File: src/verilog/mdad_params.svh
// Constants of the mode dependent address decoder
`ifndef MDAD_PARAMS_SVH
`define MDAD_PARAMS_SVH

// Mode pin codes {pin_c, pin_b, pin_a}
`define MDAD_PINS_ROMLESS0   3'h0
`define MDAD_PINS_ROMLESS1   3'h1
`define MDAD_PINS_SINGLE0    3'h2
`define MDAD_PINS_SINGLE1    3'h3

// Address space
`define MDAD_PC_MASK         32'h03ffffff
`define MDAD_ROM_SIZE        28'h0040000
`define MDAD_ROM_REGION      28'h0100000
`define MDAD_ROM_SC1_BASE    28'h0100000
`define MDAD_ROM_SC1_END     28'h01fffff
`define MDAD_RAM_BASE        28'hfffc000
`define MDAD_RAM_END         28'hfffe7ff
`define MDAD_RAM_RSV_END     28'hfffefff
`define MDAD_IMG_LIFT        28'hc000000
`define MDAD_PERI_MASK       28'hffff000
`define MDAD_PERI_BASE       28'hffff000
`define MDAD_PERI_IMG_BASE   28'h3fff000
`define MDAD_EXT_TOP         28'hfffbfff
`define MDAD_FETCH_EXT_LIM   28'h4000000
`define MDAD_PPW_CAN_SEL     2'h2
`define MDAD_PPW_PERI_SEL    2'h3
`define MDAD_RESET_ENTRY     32'h00000000
`define MDAD_VEC_SHIFT       4
`define MDAD_HALF_STEP       12'h002

// Register byte offsets
`define MDAD_REG_PORT_FUNC   8'h00
`define MDAD_REG_CSEL_A      8'h04
`define MDAD_REG_CSEL_B      8'h08
`define MDAD_REG_PPW_BASE    8'h0c
`define MDAD_REG_STATUS      8'h10

// Reset values and fields
`define MDAD_PFC_PORT        5'h00
`define MDAD_PFC_CTRL        5'h1f
`define MDAD_CSEL_RST        32'h00000000
`define MDAD_PPW_RST         16'h0000
`define MDAD_PPW_EN_BIT      15

`endif

File: src/verilog/mdad_pkg.sv
// Types of the mode dependent address decoder
package mdad_pkg;

    typedef enum logic [1:0] {
        MDAD_ROMLESS0,
        MDAD_ROMLESS1,
        MDAD_SINGLE0,
        MDAD_SINGLE1
    } mdad_mode_t;

    typedef enum logic [3:0] {
        TGT_NONE,
        TGT_ROM,
        TGT_ROM_UNDEF,
        TGT_RAM,
        TGT_PERI,
        TGT_PROGIO,
        TGT_CAN,
        TGT_EXT,
        TGT_FAULT
    } mdad_target_t;

    typedef enum logic [1:0] {
        SEQ_IDLE,
        SEQ_ONE,
        SEQ_LO,
        SEQ_HI
    } mdad_seq_t;

    typedef struct packed {
        logic        cyc;
        logic        stb;
        logic        we;
        logic [7:0]  adr;
        logic [3:0]  sel;
        logic [31:0] dat;
    } mdad_wb_req_t;

    typedef struct packed {
        logic        req;
        logic [31:0] base;
        logic [31:0] disp;
        logic [1:0]  size;
        logic        we;
        logic [31:0] wdata;
    } mdad_op_req_t;

    typedef struct packed {
        logic [2:0]   mode_s1;
        logic [2:0]   mode_s2;
        logic         mode_valid;
        mdad_mode_t   mode;
        logic         ext_bus16;
        logic [4:0]   pfc;
        logic [31:0]  csel_a;
        logic [31:0]  csel_b;
        logic [15:0]  ppw;
        logic         wb_ack;
        logic [31:0]  wb_dat;
        logic         boot_pend;
        logic         f_valid;
        logic [31:0]  f_addr;
        mdad_target_t f_tgt;
        logic [7:0]   f_cs;
        mdad_seq_t    seq;
        logic         op_ready;
        logic         op_done;
        mdad_target_t op_tgt;
        logic [27:0]  op_addr;
        logic [7:0]   op_cs;
        logic         op_we;
        logic [31:0]  op_wdata;
        logic [31:0]  op_rdata;
        logic         pr_req;
        logic [11:0]  pr_addr;
        logic         pr_we;
        logic [15:0]  pr_wdata;
        logic [1:0]   pr_be;
    } mdad_state_t;

endpackage : mdad_pkg
File: src/verilog/mdad_decoder.sv
// Mode dependent address decoder: boot mode, routing, aliasing, peripheral split
// Notes on behaviour
// - Single-chip 0: port pins, boot internal ROM
// - Single-chip 1: control pins, ROM at 100000H
// - ROMless: control pins, internal ROM disabled
// - ROMless 0 bus 16-bit, ROMless 1 8-bit
// - Address bits 31 to 28 ignored
// - Fetch address wraps in 26 bits
// - No fetch from peripheral window or image
// - Operand address wraps in 32 bits
// - 256 KB ROM decode, rest undefined
// - Acknowledged interrupt jumps to table address
// - RAM decodes to FFFE7FFH, rest faults
// - RAM alias at 3FFC000H reaches same storage
// - Peripheral window and its image decoded
// - Peripheral address bit zero ignored
// - Peripheral word access split, low first
// - Byte register halfword read: upper byte zero
// - Programmable window, CAN slice at x2000H
// - External space ranges depend on mode
// - External fetch only in lowest 64 MB
// - External chip select from area registers
`timescale 1ns/1ps
`include "mdad_params.svh"

module mdad_decoder
    import mdad_pkg::*;
(
    // Clock and reset
    input  wire logic         clock,
    input  wire logic         rst,
    // Operating mode pins
    input  wire logic         op_mode_sel_pin_a,
    input  wire logic         op_mode_sel_pin_b,
    input  wire logic         op_mode_sel_pin_c,
    // Register bus
    input  wire mdad_wb_req_t wb_req,
    output logic              wb_ack,
    output logic [31:0]       wb_dat_o,
    // Instruction fetch side
    input  wire logic         fetch_req,
    input  wire logic [31:0]  fetch_base,
    input  wire logic [31:0]  fetch_disp,
    input  wire logic         irq_ack,
    input  wire logic [9:0]   irq_code,
    output logic              fetch_valid,
    output logic [31:0]       fetch_addr,
    output mdad_target_t      fetch_target,
    output logic [7:0]        fetch_cs,
    // Operand side
    input  wire mdad_op_req_t op_req,
    output logic              op_ready,
    output logic              op_done,
    output mdad_target_t      op_target,
    output logic [27:0]       op_addr,
    output logic [7:0]        op_cs,
    output logic              op_we,
    output logic [31:0]       op_wdata,
    output logic [31:0]       op_rdata,
    // Peripheral register port
    output logic              periph_req,
    output logic [11:0]       periph_addr,
    output logic              periph_we,
    output logic [15:0]       periph_wdata,
    output logic [1:0]        periph_be,
    input  wire logic [15:0]  periph_rdata,
    input  wire logic         periph_byte_wide,
    // Pin function and bus width
    output logic [4:0]        port_func_ctl,
    output logic              ext_bus16
);

    mdad_state_t r;
    mdad_state_t next_r;

    // Routes a 28-bit physical address; images are folded here, not by the caller
    function automatic mdad_target_t decode(input logic [27:0] p, input logic fetch,
                                            input mdad_mode_t m, input logic ctl_ok,
                                            input logic [15:0] ppw);
        mdad_target_t t;
        logic [27:0]  lift;
        t = TGT_FAULT;
        lift = p | `MDAD_IMG_LIFT;
        // primary window and image both reach the peripherals
        if ((p & `MDAD_PERI_MASK) == `MDAD_PERI_BASE ||
            (p & `MDAD_PERI_MASK) == `MDAD_PERI_IMG_BASE) begin
            // fetch from the window or image refused
            t = fetch ? TGT_FAULT : TGT_PERI;
        end else if (ppw[`MDAD_PPW_EN_BIT] && p[27:14] == ppw[13:0]) begin
            // CAN slice, last slice reflects onto peripherals
            if (fetch)
                t = TGT_FAULT;
            else if (p[13:12] == `MDAD_PPW_CAN_SEL)
                t = TGT_CAN;
            else if (p[13:12] == `MDAD_PPW_PERI_SEL)
                t = TGT_PERI;
            else
                t = TGT_PROGIO;
        end else if ((p[27:26] == 2'h3 || p[27:26] == 2'h0) &&
                     lift >= `MDAD_RAM_BASE && lift <= `MDAD_RAM_RSV_END) begin
            // RAM and its alias, reserved tail faults
            t = (lift <= `MDAD_RAM_END) ? TGT_RAM : TGT_FAULT;
        end else if (m == MDAD_SINGLE0 && p < `MDAD_ROM_REGION) begin
            // physical ROM then undefined rest of region
            t = (p < `MDAD_ROM_SIZE) ? TGT_ROM : TGT_ROM_UNDEF;
        end else if (m == MDAD_SINGLE1 && p >= `MDAD_ROM_SC1_BASE &&
                     p <= `MDAD_ROM_SC1_END) begin
            t = (p - `MDAD_ROM_SC1_BASE < `MDAD_ROM_SIZE) ? TGT_ROM : TGT_ROM_UNDEF;
        end else if (p <= `MDAD_EXT_TOP) begin
            // external range, fetch limit, pins in control mode
            if (fetch && p >= `MDAD_FETCH_EXT_LIM)
                t = TGT_FAULT;
            else
                t = ctl_ok ? TGT_EXT : TGT_FAULT;
        end
        return t;
    endfunction : decode

    // One-hot chip select of the 16 MB block; 3-bit nibble per block
    function automatic logic [7:0] chip_sel(input logic [27:0] p, input logic [31:0] a,
                                            input logic [31:0] b);
        logic [31:0] w;
        logic [2:0]  n;
        w = p[27] ? b : a;
        n = w[{p[26:24], 2'h0} +: 3];
        return 8'h01 << n;
    endfunction : chip_sel

    // upper byte of a byte-wide register read as zero
    function automatic logic [15:0] periph_half(input logic [15:0] d, input logic bw);
        logic [15:0] h;
        h = {bw ? 8'h0 : d[15:8], d[7:0]};
        return h;
    endfunction : periph_half

    // Byte lane merge for register writes
    function automatic logic [31:0] merge(input logic [31:0] old, input logic [31:0] d,
                                          input logic [3:0] sel);
        logic [31:0] m;
        m = old;
        for (int i = 0; i < 4; i++) begin
            if (sel[i])
                m[8*i +: 8] = d[8*i +: 8];
        end
        return m;
    endfunction : merge

    always_comb begin
        logic [31:0] fsum;
        logic [31:0] osum;
        logic [27:0] ph;
        logic [27:0] fph;
        logic        ctl_ok;
        logic        wb_go;
        logic        wb_wr;
        logic [31:0] mw;
        mdad_target_t t;
        fsum = 32'h0;
        wb_go = 1'b0;
        wb_wr = 1'b0;
        mw = 32'h0;
        osum = 32'h0;
        ph = 28'h0;
        fph = 28'h0;
        t = TGT_NONE;
        next_r = r;
        ctl_ok = (r.pfc == `MDAD_PFC_CTRL);

        // Mode pins pass two flops
        next_r.mode_s1 = {op_mode_sel_pin_c, op_mode_sel_pin_b, op_mode_sel_pin_a};
        next_r.mode_s2 = r.mode_s1;

        // first cycle after release takes the mode once
        if (!r.mode_valid) begin
            next_r.mode_valid = 1'b1;
            next_r.boot_pend = 1'b1;
            case (r.mode_s2)
                `MDAD_PINS_ROMLESS0: next_r.mode = MDAD_ROMLESS0;
                `MDAD_PINS_ROMLESS1: next_r.mode = MDAD_ROMLESS1;
                `MDAD_PINS_SINGLE1:  next_r.mode = MDAD_SINGLE1;
                default:             next_r.mode = MDAD_SINGLE0;
            endcase
            next_r.pfc = (next_r.mode == MDAD_SINGLE0) ? `MDAD_PFC_PORT : `MDAD_PFC_CTRL;
            // only ROMless 1 narrows the bus
            next_r.ext_bus16 = (next_r.mode != MDAD_ROMLESS1);
        end

        // Register bus, one wait state, unmapped reads zero
        wb_go = wb_req.cyc && wb_req.stb && !r.wb_ack;
        next_r.wb_ack = wb_go;
        next_r.wb_dat = 32'h0;
        if (wb_go) begin
            case (wb_req.adr)
                `MDAD_REG_PORT_FUNC: next_r.wb_dat = {27'h0, r.pfc};
                `MDAD_REG_CSEL_A:    next_r.wb_dat = r.csel_a;
                `MDAD_REG_CSEL_B:    next_r.wb_dat = r.csel_b;
                `MDAD_REG_PPW_BASE:  next_r.wb_dat = {16'h0, r.ppw};
                `MDAD_REG_STATUS:    next_r.wb_dat = {29'h0, r.ext_bus16, r.mode};
                default:             next_r.wb_dat = 32'h0;
            endcase
        end

        // Write lands on the edge that shows ack, while the master still holds it
        wb_wr = wb_req.cyc && wb_req.stb && wb_req.we && r.wb_ack && r.mode_valid;
        if (wb_wr) begin
            case (wb_req.adr)
                `MDAD_REG_PORT_FUNC: begin
                    mw = merge({27'h0, r.pfc}, wb_req.dat, wb_req.sel);
                    next_r.pfc = mw[4:0];
                end
                `MDAD_REG_CSEL_A:    next_r.csel_a = merge(r.csel_a, wb_req.dat, wb_req.sel);
                `MDAD_REG_CSEL_B:    next_r.csel_b = merge(r.csel_b, wb_req.dat, wb_req.sel);
                `MDAD_REG_PPW_BASE: begin
                    mw = merge({16'h0, r.ppw}, wb_req.dat, wb_req.sel);
                    next_r.ppw = mw[15:0];
                end
                default: ;
            endcase
        end

        // Fetch: boot entry first, then interrupt, then program flow
        next_r.f_valid = 1'b0;
        if (r.mode_valid && (r.boot_pend || irq_ack || fetch_req)) begin
            if (r.boot_pend) begin
                // reset entry, internal or external by mode
                fsum = `MDAD_RESET_ENTRY;
                next_r.boot_pend = 1'b0;
            end else if (irq_ack) begin
                fsum = {22'h0, irq_code} << `MDAD_VEC_SHIFT;
            end else begin
                fsum = fetch_base + fetch_disp;
            end
            next_r.f_addr = fsum & `MDAD_PC_MASK;
            fph = next_r.f_addr[27:0];
            next_r.f_valid = 1'b1;
            next_r.f_tgt = decode(fph, 1'b1, r.mode, ctl_ok, r.ppw);
            next_r.f_cs = (next_r.f_tgt == TGT_EXT) ? chip_sel(fph, r.csel_a, r.csel_b) : 8'h0;
        end

        // Operand access sequencer
        next_r.op_done = 1'b0;
        next_r.pr_req = 1'b0;
        case (r.seq)
            SEQ_IDLE: begin
                if (r.mode_valid && op_req.req) begin
                    osum = op_req.base + op_req.disp;
                    ph = osum[27:0];
                    t = decode(ph, 1'b0, r.mode, ctl_ok, r.ppw);
                    next_r.op_tgt = t;
                    next_r.op_we = op_req.we;
                    next_r.op_wdata = op_req.wdata;
                    next_r.op_rdata = 32'h0;
                    next_r.op_addr = (t == TGT_RAM || t == TGT_PERI) ? (ph | `MDAD_IMG_LIFT) : ph;
                    // chip select only for external space
                    next_r.op_cs = (t == TGT_EXT) ? chip_sel(ph, r.csel_a, r.csel_b) : 8'h0;
                    if (t == TGT_PERI) begin
                        next_r.pr_req = 1'b1;
                        next_r.pr_we = op_req.we;
                        next_r.pr_wdata = op_req.wdata[15:0];
                        if (op_req.size == 2'h2) begin
                            next_r.pr_addr = {ph[11:2], 2'h0};
                            next_r.pr_be = 2'h3;
                            next_r.seq = SEQ_LO;
                        end else begin
                            next_r.pr_addr = {ph[11:1], 1'b0};
                            next_r.pr_be = (op_req.size == 2'h0) ? 2'h1 : 2'h3;
                            next_r.seq = SEQ_ONE;
                        end
                    end else begin
                        next_r.op_done = 1'b1;
                    end
                end
            end
            SEQ_ONE: begin
                // upper byte of a byte-wide register read as zero
                next_r.op_rdata = {16'h0, periph_half(periph_rdata, periph_byte_wide)};
                next_r.op_done = 1'b1;
                next_r.seq = SEQ_IDLE;
            end
            SEQ_LO: begin
                // masked low half; then the high half
                next_r.op_rdata[15:0] = periph_half(periph_rdata, periph_byte_wide);
                next_r.pr_req = 1'b1;
                next_r.pr_addr = r.pr_addr + `MDAD_HALF_STEP;
                next_r.pr_wdata = r.op_wdata[31:16];
                next_r.seq = SEQ_HI;
            end
            SEQ_HI: begin
                // high half masked the same way
                next_r.op_rdata[31:16] = periph_half(periph_rdata, periph_byte_wide);
                next_r.op_done = 1'b1;
                next_r.seq = SEQ_IDLE;
            end
            default: next_r.seq = SEQ_IDLE;
        endcase
        // Ready only while idle, so a split cannot be overrun
        next_r.op_ready = next_r.mode_valid && (next_r.seq == SEQ_IDLE);
    end

    always_ff @(posedge clock) begin
        if (rst) begin
            r <= '0;
            r.mode <= MDAD_SINGLE0;
            r.ext_bus16 <= 1'b1;
            r.pfc <= `MDAD_PFC_PORT;
            r.csel_a <= `MDAD_CSEL_RST;
            r.csel_b <= `MDAD_CSEL_RST;
            r.ppw <= `MDAD_PPW_RST;
            r.f_tgt <= TGT_NONE;
            r.op_tgt <= TGT_NONE;
            r.seq <= SEQ_IDLE;
            // Synchroniser keeps running so the pins are settled at release
            r.mode_s1 <= next_r.mode_s1;
            r.mode_s2 <= next_r.mode_s2;
        end else begin
            r <= next_r;
        end
    end

    assign wb_ack       = r.wb_ack;
    assign wb_dat_o     = r.wb_dat;
    assign fetch_valid  = r.f_valid;
    assign fetch_addr   = r.f_addr;
    assign fetch_target = r.f_tgt;
    assign fetch_cs     = r.f_cs;
    assign op_ready     = r.op_ready;
    assign op_done      = r.op_done;
    assign op_target    = r.op_tgt;
    assign op_addr      = r.op_addr;
    assign op_cs        = r.op_cs;
    assign op_we        = r.op_we;
    assign op_wdata     = r.op_wdata;
    assign op_rdata     = r.op_rdata;
    assign periph_req   = r.pr_req;
    assign periph_addr  = r.pr_addr;
    assign periph_we    = r.pr_we;
    assign periph_wdata = r.pr_wdata;
    assign periph_be    = r.pr_be;
    assign port_func_ctl = r.pfc;
    assign ext_bus16    = r.ext_bus16;

endmodule : mdad_decoder

File: config.mk
export PLATFORM = sky130hd
export DESIGN_NAME = mdad_decoder
export DESIGN_NICKNAME = d
export VERILOG_FILES = /design/src/verilog/mdad_pkg.sv /design/src/verilog/mdad_decoder.sv
export VERILOG_INCLUDE_DIRS = /design/src /design/src/verilog
export SDC_FILE = /design/constraint.sdc
export NUM_CORES = 1
export LEC_CHECK = 0
export ABC_CLOCK_PERIOD_IN_PS = 6400
export BUFFER_PORTS_ARGS = -buffer_cell sky130_fd_sc_hd__buf_2
export CAP_MARGIN = 15
export CELL_PAD_IN_SITES_DETAIL_PLACEMENT = 0
export CELL_PAD_IN_SITES_GLOBAL_PLACEMENT = 1
export CORE_ASPECT_RATIO = 1.25
export CORE_MARGIN = 2
export CORE_UTILIZATION = 30
export CTS_CLUSTER_SIZE = 28
export DETAILED_ROUTE_END_ITERATION = 12
export GPL_TIMING_DRIVEN = 1
export PLACE_DENSITY = 0.7
export SKIP_LAST_GASP = 1
export SLEW_MARGIN = 20
export SYNTH_ARGS = -nofsm -noshare
export SYNTH_HDL_FRONTEND = slang
export SYNTH_SLANG_ARGS = --single-unit
File: constraint.sdc
create_clock -name clock -period 6.4 [get_ports clock]
set_input_delay 0.32 -clock clock [delete_from_list [all_inputs] [get_ports clock]]
set_output_delay 0.32 -clock clock [all_outputs]
set_load 0.05 [all_outputs]
==> flow_metrics.tcl <==
set metrics [dict create \
    outcome "completed" \
    layout.nets 2810 \
    portion_of_total_power_attributed_to_sequential_cells_pct 37.0 \
    synthesis.area_um2 18600 \
    cp-end-kind "flip-flop" \
    place_hpwl_um 51500 \
    syn2layout_area_growth_pct 15.7 \
    drv.max_cap_violation_count 0 \
    route.final.wire_length_um 66500 \
    critical_path_class "in2reg" \
    finish.utilization_pct 34.9 \
    p_int_uw 3640 \
    ant_nets 0 \
    clock_sinks 308 \
    postCtsResizedCells 0 \
    critical-path-top-delay-family "simple AND/OR/NAND/NOR gates" \
    ys_seq_elements 308 \
    cts_root_buf "clkbuf_16" \
    placeableCoreArea_um2 61600 \
    clk_latency_ns 0.57 \
    finClkSkew_ns 0.0231 \
    fin_crit_ns 5.27 \
    routedWlPerCell_um 19.8 \
    final-max-slew-violation-count 0 \
    critical_path.n_buffers_inverters 3 \
    vias_per_cell 5.10 \
    num_io_pins 468 \
    critical_path_top_delay_cell "ha_1" \
    hold_violations 0 \
    sw_frac_of_total_pct 32.2 \
    power.share.combinational_pct 22.0 \
    clkSlewWorstSetupHoldPaths_ns 0.06 \
    share_clk_of_total_power_pct 41.1 \
    startpoint_kind_of_the_worst_setup_timing_path "input pin" \
    cts_tree "built" \
    cpPeakStageDelay_ns 0.53 \
    overflow 0 \
    most_frequently_used_flop_master_after_synthesis "dfxtp_1" \
    standard_cell_row_count 102 \
    worst_ir_drop_vdd_uv 179 \
    p_per_area_nw_per_um2 250 \
    htree_depth 2 \
    grt_first_pass_wirelength_um 99000 \
    placement.io_buffers 440 \
    crit_path_cell_chain "buf_2 > ha_1 > nand2_1 > nor4_1 > nand3b_1 > nand3_1 > and2_1 > nor2_1 > xnor2_1 > inv_1 > ha_1 > nor4bb_1 > nand4_1 > nor4b_1 > a41oi_2 > o211a_1 > a211oi_2 > o21ai_1 > a211oi_4 > buf_4 > nand2_1 > a211oi_1" \
    p_leak_uw 0.00937 \
    synth_top_area_cell "dfxtp_1" \
    critical_path_required_ns 6.85 \
    hold_path_class "in2reg" \
    drtIter0Drc 863 \
    first_global_vias 16900 \
    final.period_utilization_pct 82.3 \
    synth_top_cells_by_count "308 x dfxtp_1, 290 x nor2_1, 271 x nand2_1" \
    cts_setup_buffers 0 \
    fmaxAchievable_mhz 190 \
    num_vias 17200 \
    timing.critical_path.fanout_max 16 \
    dr.pass1.iters 5 \
    netlist_instances 2304 \
    die-width_um 227 \
    start_util_pct 30.2 \
    cts_buffer_depth 3 \
    rsz0062_at_grt "no" \
    grt_antenna_before_repair 7 \
    synth_most_common_cell "dfxtp_1" \
    synth.top_cells.by_area "dfxtp_1 33%, buf_4 8.8%, mux2i_1 7.2%" \
    post_synth_num_cell_types 94 \
    die-area_um2 64000 \
    critical_path_arrival_ns 5.71 \
    instances_no_fill 3363 \
    slew-limit-headroom_pct 29.7 \
    number_of_enable_flip_flop_cells_after_synthesis 0 \
    place_inst 3265 \
    max_slew.worst_pin.slew_ns 1.05 \
    synth.yosys.seq_area_share_pct 33.2 \
    cts_inserted_buffers 38 \
    synth_top_area_share_pct 33.2 \
    synthArstFlopShare_pct 0 \
    synthesis.area_per_instance_um2 8.07 \
    final.fill_count 6514 \
    route.detailed.drc 0 \
    drive_above_1_share_pct 23.2 \
    die_y_um 282 \
    synth_warnings 0 \
    global_route.usage.total_pct 20.0 \
    maximum_number_of_pins_on_one_net_before_global_route_repair 87 \
    p_sw_uw 1730 \
    timing.final.setup_violations 0 \
    finalWeightedCongestion 0.859 \
    final.setup.tns_ns 0 \
]
-- metal layers --
metal / wire, µm / global-route usage [%]
met3: 4370 / 4.64
met2: 33600 / 36.7
met4: 2420 / 7.54
met5: 80 / 0
met1: 26000 / 22.4
-- state kept, by name, summed over array words and instances, names as in the netlist --
signal / flops
op_we: 1
next_r: 3
op_cs: 8
op_ready: 1
periph_addr: 11
fetch_target: 4
fetch_cs: 8
periph_wdata: 16
op_rdata: 32
wb_ack: 1
r: 89
fetch_addr: 26
ext_bus16: 1
wb_dat_o: 32
op_addr: 28
periph_we: 1
port_func_ctl: 5
periph_req: 1
periph_be: 2
fetch_valid: 1
op_done: 1
op_wdata: 32
op_target: 4
-- cell type report --
type,instances,area (µm²),area share [%]
Antenna cell,1,2.50,0.0116
Clock buffer,51,1060,4.93
Clock inverter,17,228,1.06
Inverter,29,109,0.506
Multi-Input combinational cell,1631,10200,47.5
Sequential cell,308,6170,28.7
Tap cell,832,1040,4.84
Timing Repair Buffer,494,2690,12.5
-- cell usage in the layout (no fill, tap or decap), drive strengths merged, types with 16 or more instances in the layout --
cell,count
a211oi,34
nand2,271
a31oi,16
buf,464
nor2,290
dlygate4sd3,29
clkbuf,52
a21o,24
ha,61
nand3,54
mux2i,134
o211ai,16
o21ai,86
a21oi,201
a22oi,58
nor2b,16
dfxtp,308
xnor2,38
and3,18
nor3,33
inv,29
and2,24
xor2,18
nand4,26
-- worst register-to-register path, stage by stage (launching register included) --
cell and delay [ns]:
dfxtp_1 0.59, or2_2 0.51, nor2_1 0.13, a211oi_1 0.24, o211ai_1 0.15, a21oi_1 0.17, nand2_1 0.06, or4_1 0.42
a2111oi_0 0.64, nand4_1 0.18, o41a_1 0.39, and4_1 0.36, a32o_1 0.29
-- power by group through the flow --
stage                     Clock, µW  Sequential (µW)  Combinational [µW]
after floorplan                   0             2020                 840
after global placement            0             2030                1160
after detailed placement          0             2030                1170
after CTS                      2270             1990                1180
after global routing           2340             1990                1280
final                          2210             1990                1180
-- kinds of logic after synthesis --
family | after synthesis | share of synthesized area [%]
simple gates | 817 | 20.2
compound gates | 537 | 19.1
buf+inv | 371 | 12.1
flops | 308 | 33.2
mux | 149 | 8.13
fa+ha+maj | 63 | 4.32
xor+xnor | 58 | 2.89
other cells | 1 | 0.0202
-- worst paths after layout --
path	from	to	slack, ns	cells after the start
worst max-delay path	op_req[56]	periph_wdata[13]$_SDFFE_PP0P_	1.13	22
worst min-delay path	wb_req[31]	r[299]$_SDFFE_PP0P_	0.02	3
worst max register to register	r[186]$_SDFF_PP0_	fetch_cs[6]$_SDFFE_PP0P_	2.18	12
worst min register to register	next_r[311]$_DFF_P_	r[311]$_DFF_P_	0.33	0
-- per-stage QoR --
stage | cell area (µm²) | hold slack (ns) | setup WS [ns] | power [µW]
6_report | 21500 | 0.0184 | 1.13 | 5380
4_1_cts | 21500 | 0.000213 | 1.09 | 5440
3_3_place_gp | 19900 | 0.315 | 0.627 | 3190
2_1_floorplan | 18600 | 0.310 | 1.50 | 2860
3_5_place_dp | 19900 | 0.312 | 0.523 | 3200
5_1_grt | 21500 | 0.0174 | 0.691 | 5620
-- repair_timing --
| item | 4_1_cts | 5_1_grt |
|---|---|---|
| endpoints found under the setup margin | 0 | 0 |
| hold buffers | 29 | 0 |
| hold endpoints to repair | 32 | 0 |
Power figures use the tool's default switching activity.
